$ cat config.mk
export PLATFORM = sky130hd
export DESIGN_NAME = tcr_regs
export DESIGN_NICKNAME = d
export VERILOG_FILES = /design/src/tcr_pkg.sv /design/src/tcr_sync3.sv /design/src/tcr_sticky.sv /design/src/tcr_regs.sv
export VERILOG_INCLUDE_DIRS = /design/src /design/src/src
export SDC_FILE = /design/constraint.sdc
export NUM_CORES = 1
export LEC_CHECK = 0
export BUFFER_PORTS_ARGS = -buffer_cell sky130_fd_sc_hd__buf_2
export CORE_ASPECT_RATIO = 2
export CORE_MARGIN = 4
export CORE_UTILIZATION = 57
export DETAILED_ROUTE_END_ITERATION = 10
export PLACE_DENSITY = 0.89
export SKIP_LAST_GASP = 1
export SLEW_MARGIN = 10
export SYNTH_ARGS = -nofsm -noshare
export SYNTH_HDL_FRONTEND = slang
export SYNTH_HIERARCHICAL = 1
export SYNTH_SLANG_ARGS = --single-unit
$ cat constraint.sdc
create_clock -name core_clk_in -period 1.5 [get_ports core_clk_in]
set_input_delay 0.075 -clock core_clk_in [delete_from_list [all_inputs] [get_ports core_clk_in]]
set_output_delay 0.075 -clock core_clk_in [all_outputs]
set_load 0.05 [all_outputs]
$ cat src/tcr_defines.svh
//----------------------------------------------------------
// constants for the control and status register set
//----------------------------------------------------------
// Purpose: offsets, field positions and reset values
// Assumes: direct word addressing, 16-bit data
// Notes:   definitions only
`ifndef TCR_DEFINES_SVH
`define TCR_DEFINES_SVH

`define TCR_ADDR_W     12
`define TCR_DATA_W     16
`define TCR_LINKS      16
`define TCR_PAIRS      8
`define TCR_STAT_W     4

// register offsets (word addresses)
`define TCR_OFS_RESET  12'h299
`define TCR_OFS_TXLC   12'h318
`define TCR_TXLC_HI    9'h063
`define TCR_OFS_INMODE 12'h402
`define TCR_OFS_STATUS 12'h40e

// reset values
`define TCR_RST_RESET  9'h000
`define TCR_RST_TXLC   16'h0808
`define TCR_RST_INMODE 16'h0000
`define TCR_RST_STATUS 4'h0

// global reset register fields
`define TCR_RESET_KEEP 9
`define TCR_BIT_RX_RST 7
`define TCR_BIT_TX_RST 6
`define TCR_BIT_CN_RST 5

// per-link byte of a link pair register
`define TCR_BIT_USER   7
`define TCR_BIT_COSET  5
`define TCR_BIT_SCRAM  4
`define TCR_HI_BYTE    8

// status register fields
`define TCR_BIT_OCLK   3
`define TCR_BIT_ICLK   2
`define TCR_BIT_FIFO   1
`define TCR_BIT_RAM    0

`endif

$ cat src/tcr_pkg.sv
//----------------------------------------------------------
// types shared by the register set
//----------------------------------------------------------
// Purpose: carrier structs for requests and controls
// Assumes: tcr_defines.svh supplies widths
// Notes:   nothing here is imported
`include "tcr_defines.svh"

package tcr_pkg;

  typedef struct packed {
    logic                   wr;
    logic                   rd;
    logic [`TCR_ADDR_W-1:0] addr;
    logic [`TCR_DATA_W-1:0] wdata;
  } tcr_req_t;

  typedef struct packed {
    logic rx;
    logic tx;
    logic cnt;
    logic full;
  } tcr_resets_t;

  typedef struct packed {
    logic [`TCR_LINKS-1:0] user_only;
    logic [`TCR_LINKS-1:0] coset_add;
    logic [`TCR_LINKS-1:0] scramble;
  } tcr_txcfg_t;

endpackage

$ cat src/tcr_sync3.sv
//----------------------------------------------------------
// three-stage input synchroniser with agreement filter
//----------------------------------------------------------
// Purpose: bring asynchronous alarm levels into core clock
// Assumes: inputs are levels, not pulses
// Notes:   output follows only when stages two and three agree
module tcr_sync3 #(
  parameter int W = 2
) (
  input  wire logic         core_clk_in,
  input  wire logic         resetn_in,
  input  wire logic [W-1:0] async_in,
  output logic      [W-1:0] level_out
);

  logic [W-1:0] s1;
  logic [W-1:0] s2;
  logic [W-1:0] s3;

  genvar g;
  generate
    for (g = 0; g < W; g++)
    begin : g_bit
      always_ff @(posedge core_clk_in or negedge resetn_in)
      begin
        if (!resetn_in)
        begin
          s1[g]        <= 1'b0;
          s2[g]        <= 1'b0;
          s3[g]        <= 1'b0;
          level_out[g] <= 1'b0;
        end
        else
        begin
          s1[g] <= async_in[g];
          s2[g] <= s1[g];
          s3[g] <= s2[g];
          if (s2[g] == s3[g])
            level_out[g] <= s3[g];
        end
      end
    end
  endgenerate

endmodule

$ cat src/tcr_sticky.sv
//----------------------------------------------------------
// latched status bits, set wins over clear
//----------------------------------------------------------
// Purpose: hold alarm events until software clears them
// Assumes: set and clear are single-cycle qualified
// Notes:   a set in the clearing cycle keeps the bit
module tcr_sticky #(
  parameter int W = 4
) (
  input  wire logic         core_clk_in,
  input  wire logic         resetn_in,
  input  wire logic [W-1:0] set_in,
  input  wire logic [W-1:0] clr_in,
  output logic      [W-1:0] flag_out
);

  genvar g;
  generate
    for (g = 0; g < W; g++)
    begin : g_bit
      always_ff @(posedge core_clk_in or negedge resetn_in)
      begin
        if (!resetn_in)
          flag_out[g] <= 1'b0;
        else if (set_in[g])
          flag_out[g] <= 1'b1;
        else if (clr_in[g])
          flag_out[g] <= 1'b0;
      end
    end
  endgenerate

endmodule

$ cat src/tcr_regs.sv
//----------------------------------------------------------
// reset, transmit link and alarm register set
//----------------------------------------------------------
// Purpose: software control and status of the TC device
// Assumes: direct word access, one cycle strobes
// Notes:   read data appears the cycle after the strobe
`include "tcr_defines.svh"
module tcr_regs (
  input  wire logic                   core_clk_in,
  input  wire logic                   resetn_in,
  input  tcr_pkg::tcr_req_t           host_req_in,
  output logic [`TCR_DATA_W-1:0]      rd_data_out,
  output logic                        rd_valid_out,
  output tcr_pkg::tcr_resets_t        resets_out,
  output tcr_pkg::tcr_txcfg_t         txcfg_out,
  output logic [`TCR_LINKS-1:0]       in_user_only_out,
  input  wire logic                   oclk_loss_in,
  input  wire logic                   iclk_loss_in,
  input  wire logic                   fifo_ovf_in,
  input  wire logic                   ram_empty_in,
  output logic [`TCR_STAT_W-1:0]      status_out
);

  //--------------------------------------------------------
  // address decode
  //--------------------------------------------------------
  logic [`TCR_DATA_W-1:0] wd;
  logic [2:0]             pair_idx;
  logic                   sel_rst;
  logic                   sel_txlc;
  logic                   sel_inm;
  logic                   sel_stat;
  logic                   wr_rst;
  logic                   wr_txlc;
  logic                   wr_inm;
  logic                   wr_stat;

  assign wd       = host_req_in.wdata;
  assign pair_idx = host_req_in.addr[2:0];
  assign sel_rst  = host_req_in.addr == `TCR_OFS_RESET;
  assign sel_txlc = host_req_in.addr[`TCR_ADDR_W-1:3] == `TCR_TXLC_HI;
  assign sel_inm  = host_req_in.addr == `TCR_OFS_INMODE;
  assign sel_stat = host_req_in.addr == `TCR_OFS_STATUS;
  assign wr_rst   = host_req_in.wr && sel_rst;
  assign wr_txlc  = host_req_in.wr && sel_txlc;
  assign wr_inm   = host_req_in.wr && sel_inm;
  assign wr_stat  = host_req_in.wr && sel_stat;

  //--------------------------------------------------------
  // global reset register and command pulses
  //--------------------------------------------------------
  logic [`TCR_RESET_KEEP-1:0] rst_keep;

  always_ff @(posedge core_clk_in or negedge resetn_in)
  begin
    if (!resetn_in)
      rst_keep <= `TCR_RST_RESET;
    else if (wr_rst)
      rst_keep <= wd[`TCR_RESET_KEEP-1:0];
  end

  // one pulse per write, released without a second write
  always_ff @(posedge core_clk_in or negedge resetn_in)
  begin
    if (!resetn_in)
      resets_out <= '0;
    else
    begin
      resets_out.rx   <= wr_rst && wd[`TCR_BIT_RX_RST];
      resets_out.tx   <= wr_rst && wd[`TCR_BIT_TX_RST];
      resets_out.cnt  <= wr_rst && wd[`TCR_BIT_CN_RST];
      resets_out.full <= wr_rst && wd[`TCR_BIT_RX_RST]
                         && wd[`TCR_BIT_TX_RST]
                         && wd[`TCR_BIT_CN_RST];
    end
  end

  //--------------------------------------------------------
  // transmit link pair registers
  //--------------------------------------------------------
  logic [`TCR_DATA_W-1:0] txlc [`TCR_PAIRS];

  always_ff @(posedge core_clk_in or negedge resetn_in)
  begin
    if (!resetn_in)
    begin
      for (int i = 0; i < `TCR_PAIRS; i++)
        txlc[i] <= `TCR_RST_TXLC;
    end
    else if (wr_txlc)
      txlc[pair_idx] <= wd;
  end

  genvar g;
  generate
    for (g = 0; g < `TCR_PAIRS; g++)
    begin : g_pair
      // lower byte drives link g, upper byte link g+8
      assign txcfg_out.user_only[g] = txlc[g][`TCR_BIT_USER];
      assign txcfg_out.coset_add[g] = !txlc[g][`TCR_BIT_COSET];
      assign txcfg_out.scramble[g]  = txlc[g][`TCR_BIT_SCRAM];
      assign txcfg_out.user_only[g+`TCR_PAIRS] =
        txlc[g][`TCR_HI_BYTE+`TCR_BIT_USER];
      assign txcfg_out.coset_add[g+`TCR_PAIRS] =
        !txlc[g][`TCR_HI_BYTE+`TCR_BIT_COSET];
      assign txcfg_out.scramble[g+`TCR_PAIRS] =
        txlc[g][`TCR_HI_BYTE+`TCR_BIT_SCRAM];
    end
  endgenerate

  //--------------------------------------------------------
  // input cell counter mode
  //--------------------------------------------------------
  always_ff @(posedge core_clk_in or negedge resetn_in)
  begin
    if (!resetn_in)
      in_user_only_out <= `TCR_RST_INMODE;
    else if (wr_inm)
      in_user_only_out <= wd;
  end

  //--------------------------------------------------------
  // alarm status
  //--------------------------------------------------------
  logic [1:0]             clk_loss;
  logic [`TCR_STAT_W-1:0] stat_set;
  logic [`TCR_STAT_W-1:0] stat_clr;

  // clock loss detectors sit in other domains
  tcr_sync3 #(
    .W (2)
  ) u_sync (
    .core_clk_in (core_clk_in),
    .resetn_in   (resetn_in),
    .async_in    ({oclk_loss_in, iclk_loss_in}),
    .level_out   (clk_loss)
  );

  always_comb
  begin
    stat_set                = '0;
    stat_set[`TCR_BIT_OCLK] = clk_loss[1];
    stat_set[`TCR_BIT_ICLK] = clk_loss[0];
    stat_set[`TCR_BIT_FIFO] = fifo_ovf_in;
    stat_set[`TCR_BIT_RAM]  = ram_empty_in;
  end

  // writing zero clears, writing one leaves the bit
  assign stat_clr = {`TCR_STAT_W{wr_stat}} & ~wd[`TCR_STAT_W-1:0];

  tcr_sticky #(
    .W (`TCR_STAT_W)
  ) u_sticky (
    .core_clk_in (core_clk_in),
    .resetn_in   (resetn_in),
    .set_in      (stat_set),
    .clr_in      (stat_clr),
    .flag_out    (status_out)
  );

  //--------------------------------------------------------
  // read back
  //--------------------------------------------------------
  logic [`TCR_DATA_W-1:0] next_rd_data;

  always_comb
  begin
    next_rd_data = '0;
    if (sel_rst)
      next_rd_data = `TCR_DATA_W'(rst_keep);
    else if (sel_txlc)
      next_rd_data = txlc[pair_idx];
    else if (sel_inm)
      next_rd_data = in_user_only_out;
    else if (sel_stat)
      next_rd_data = `TCR_DATA_W'(status_out);
  end

  always_ff @(posedge core_clk_in or negedge resetn_in)
  begin
    if (!resetn_in)
    begin
      rd_data_out  <= '0;
      rd_valid_out <= 1'b0;
    end
    else
    begin
      rd_valid_out <= host_req_in.rd;
      if (host_req_in.rd)
        rd_data_out <= next_rd_data;
    end
  end
endmodule

==> results.json <==
{
  "detail-route-antenna-nets": 0,
  "antenna_found_initial": 0,
  "viasPerCell": 6.46,
  "cts_buffers": 17,
  "synth_top_family_by_area": "multiplexers",
  "cp_data_required_time_ps": 1790,
  "crit_fanout": 2,
  "synth_edf_count": 0,
  "fin_skew_ps": 8.65,
  "dp.cells": 1000,
  "use_met2_pct": 52.4,
  "multi_input_area_um2": 4020,
  "synth-xor-area-share_pct": 0,
  "portBuffers": 124,
  "drive_above_1_share_pct": 52.6,
  "syn_area_per_cell_um2": 12.8,
  "crit_type": "reg -> reg",
  "vias": 6869,
  "die_width_um": 95.6,
  "dr.pass1.iters": 8,
  "slew_headroom_pct": 53.3,
  "design.final.nets": 891,
  "power_mw": 10.3,
  "ctsLongestPathBuffers": 2,
  "cp.arrival_ps": 1930,
  "power.density_nw_per_um2": 912,
  "antenna_cells": 0,
  "timing.final.crit_share_pct": 109,
  "min_period_ps": 1630,
  "max_freq_mhz": 612,
  "core.rowCount": 63,
  "area_delta_synth_final_pct": 29.6,
  "async_reset_ff_share_pct": 100,
  "gp_congestion": 0.908,
  "slowest_delay_ps": 380,
  "fillers": 845,
  "synthSimpleGateAreaFrac_pct": 7.91,
  "clkSlewWorstSetupHoldPaths_ps": 70,
  "root_buffer": "clkbuf_16",
  "synth_compound_area_share_pct": 7.77,
  "fp.dieH_um": 183,
  "whs_ps": 27.3,
  "seq_area_frac_synth_pct": 53.4,
  "worstMarginPinSlew_ps": 698,
  "crit_family": "compound AO/OA/AOI/OAI gates",
  "power.leakage_nw": 5.71,
  "yosys-mux-area-fraction_pct": 24.0,
  "ir_worst_vdd_mv": 0.814,
  "hold_violations": 0,
  "clkLatencyLatePin_ps": 450,
  "slew_viol_final": 0,
  "core_area_um2": 15000,
  "pre_cts_slack_ps": -519,
  "grtUsageMet1_pct": 33.6,
  "hpwl_um": 17500,
  "ys_warn_count": 6,
  "outcome": "finished with violations",
  "met3_usage_pct": 6.12,
  "final_util_pct": 75.7,
  "start_util_pct": 58.4,
  "rsz0062_at_grt": "yes",
  "violations": "setup timing",
  "setup_slack_ps": -135,
  "drc": 0,
  "placed_area_um2": 10200,
  "die_area_um2": 17500,
  "top_usage_layer": "met2",
  "htreeDepth": 4,
  "synth-seq-cells": 186,
  "finalWirelength_um": 28700,
  "maxCapViolCount": 0,
  "endpoint_kind": "flip-flop",
  "ys_types": 51,
  "synthAdderAreaFrac_pct": 0.257,
  "grt_overflow": 0,
  "setup_viol": 65,
  "syn_nets": 719,
  "cts_sinks": 186,
  "final-instance-count-excl-fill": 1063,
  "path_buf_inv": 1,
  "crit_path_top_delay_cell": "dfrtp_1",
  "drtIter0Drc": 520,
  "worstSetupStartpointType": "flip-flop",
  "grt_pass1_wl_um": 40500,
  "min_path_type": "in -> reg",
  "synth_cells": 683,
  "crit_chain": "mux2i_1 > a22o_1 > a221oi_2 > buf_4 > o21ai_0 > a31oi_1",
  "seq_area_um2": 4670,
  "groute.usage.overall_pct": 31.3,
  "final.setup.tns_ps": -2240,
  "post-route-cell-area_um2": 11300,
  "synth_area_um2": 8750,
  "wl_per_cell_um": 27.0,
  "grt_pass1_vias": 7163,
  "cts_tree": "done",
  "grt_start_max_net_pins": 42,
  "pin_count": 125,
  "synthFlopType": "dfrtp_1"
}
==> synthesized netlist by cell type, types with 4 or more instances <==
cell type | number | area share, %
mux2i_1 | 35 | 4.0
buf_2 | 10 | 0.57
nor2_1 | 13 | 0.56
inv_1 | 25 | 1.1
a31oi_1 | 11 | 0.79
mux2_4 | 8 | 1.4
mux2_2 | 133 | 17
dfstp_2 | 16 | 4.8
nand2_1 | 39 | 1.7
a22oi_1 | 16 | 1.4
clkbuf_1 | 22 | 0.94
a22o_1 | 4 | 0.40
a221o_1 | 4 | 0.46
o22ai_1 | 10 | 0.72
a221oi_1 | 4 | 0.40
a21o_1 | 12 | 1.0
nor3_4 | 4 | 0.74
nand3_1 | 9 | 0.51
mux4_2 | 6 | 1.5
dfrtp_1 | 170 | 49
buf_4 | 33 | 2.8
o21ai_0 | 24 | 1.4
buf_6 | 8 | 1.0
o211ai_1 | 6 | 0.51
nor2b_1 | 13 | 0.93
nand2b_1 | 6 | 0.43
==> cells by family after synthesis <==
family | after synthesis
DFF | 186
muxes | 182
and+or+nand+nor | 112
buffers and inverters | 101
AOI/OAI and AO/OA | 100
adders and majority gates | 2
==> layout by cell type (no fill, tap or decap), drive strengths merged, types with 10 or more instances in the layout <==
cell         netlist  layout
clkbuf            22      20
a21o              12      12
nor2              16      16
dlygate4sd3        0      13
nand2             40      40
inv               25      33
mux2             141     141
dfstp             16      16
o22ai             10      10
dfrtp            170     170
a31oi             11      11
buf               54     214
nor2b             13      13
o21ai             24      24
mux2i             35      35
a22oi             16      16
==> final cells by class <==
type	count	area share [%]
Sequential cell	186	41.2
Multi-Input combinational cell	396	35.4
Timing Repair Buffer	229	15.3
Clock buffer	18	3.87
Tap cell	195	2.15
Clock inverter	14	1.14
Inverter	25	0.828
==> worst paths after layout <==
path	depth (start not counted)	to	slack [ps]	start
max	6	rd_data_out[0]$_DFFE_PN0P_	-130	txlc[32]$_DFFE_PN0P_
min	2	resets_out[0]$_DFF_PN0_	30	host_req_in[6]
max reg2reg	6	rd_data_out[0]$_DFFE_PN0P_	-130	txlc[32]$_DFFE_PN0P_
min reg2reg	0	u_sync/s2[1]$_DFF_PN0_	360	u_sync/s1[1]$_DFF_PN0_
max in group asynchronous	3	txlc[123]$_DFFE_PN1P_	710	resetn_in
min in group asynchronous	2	txlc[48]$_DFFE_PN0P_	110	resetn_in
==> report_power, final <==
part           internal (mW)  switching [mW]  total [mW]
sequential              5.06          0.0291        5.09
clock                   2.24            2.19        4.42
combinational          0.285           0.543       0.828
total                   7.58            2.76        10.3
==> repair_timing <==
action,4_1_cts,5_1_grt
endpoints found under the hold margin,192,1
endpoints found under the setup margin,25,67
pin swaps,10,19
setup buffers,3,12
gates cloned,1,2
hold buffers,12,1
resized for setup,20,54
==> per-layer routing <==
| metal | routed length (um) | part of all wire [%] |
|---|---|---|
| met5 | 0 | 0 |
| met4 | 2750 | 9.6 |
| met3 | 2100 | 7.3 |
| met2 | 14700 | 51 |
| met1 | 9110 | 32 |
==> sequential cells by signal, summed over array words and instances, names as in the netlist <==
name               cells
u_sync/level_out       2
rd_valid_out           1
rd_data_out           16
rst_keep               9
in_user_only_out      16
u_sticky/flag_out      4
txlc                  96
u_sync/s1              2
txcfg_out             32
u_sync/s3              2
resets_out             4
u_sync/s2              2
(Power assumes the default switching activity.)
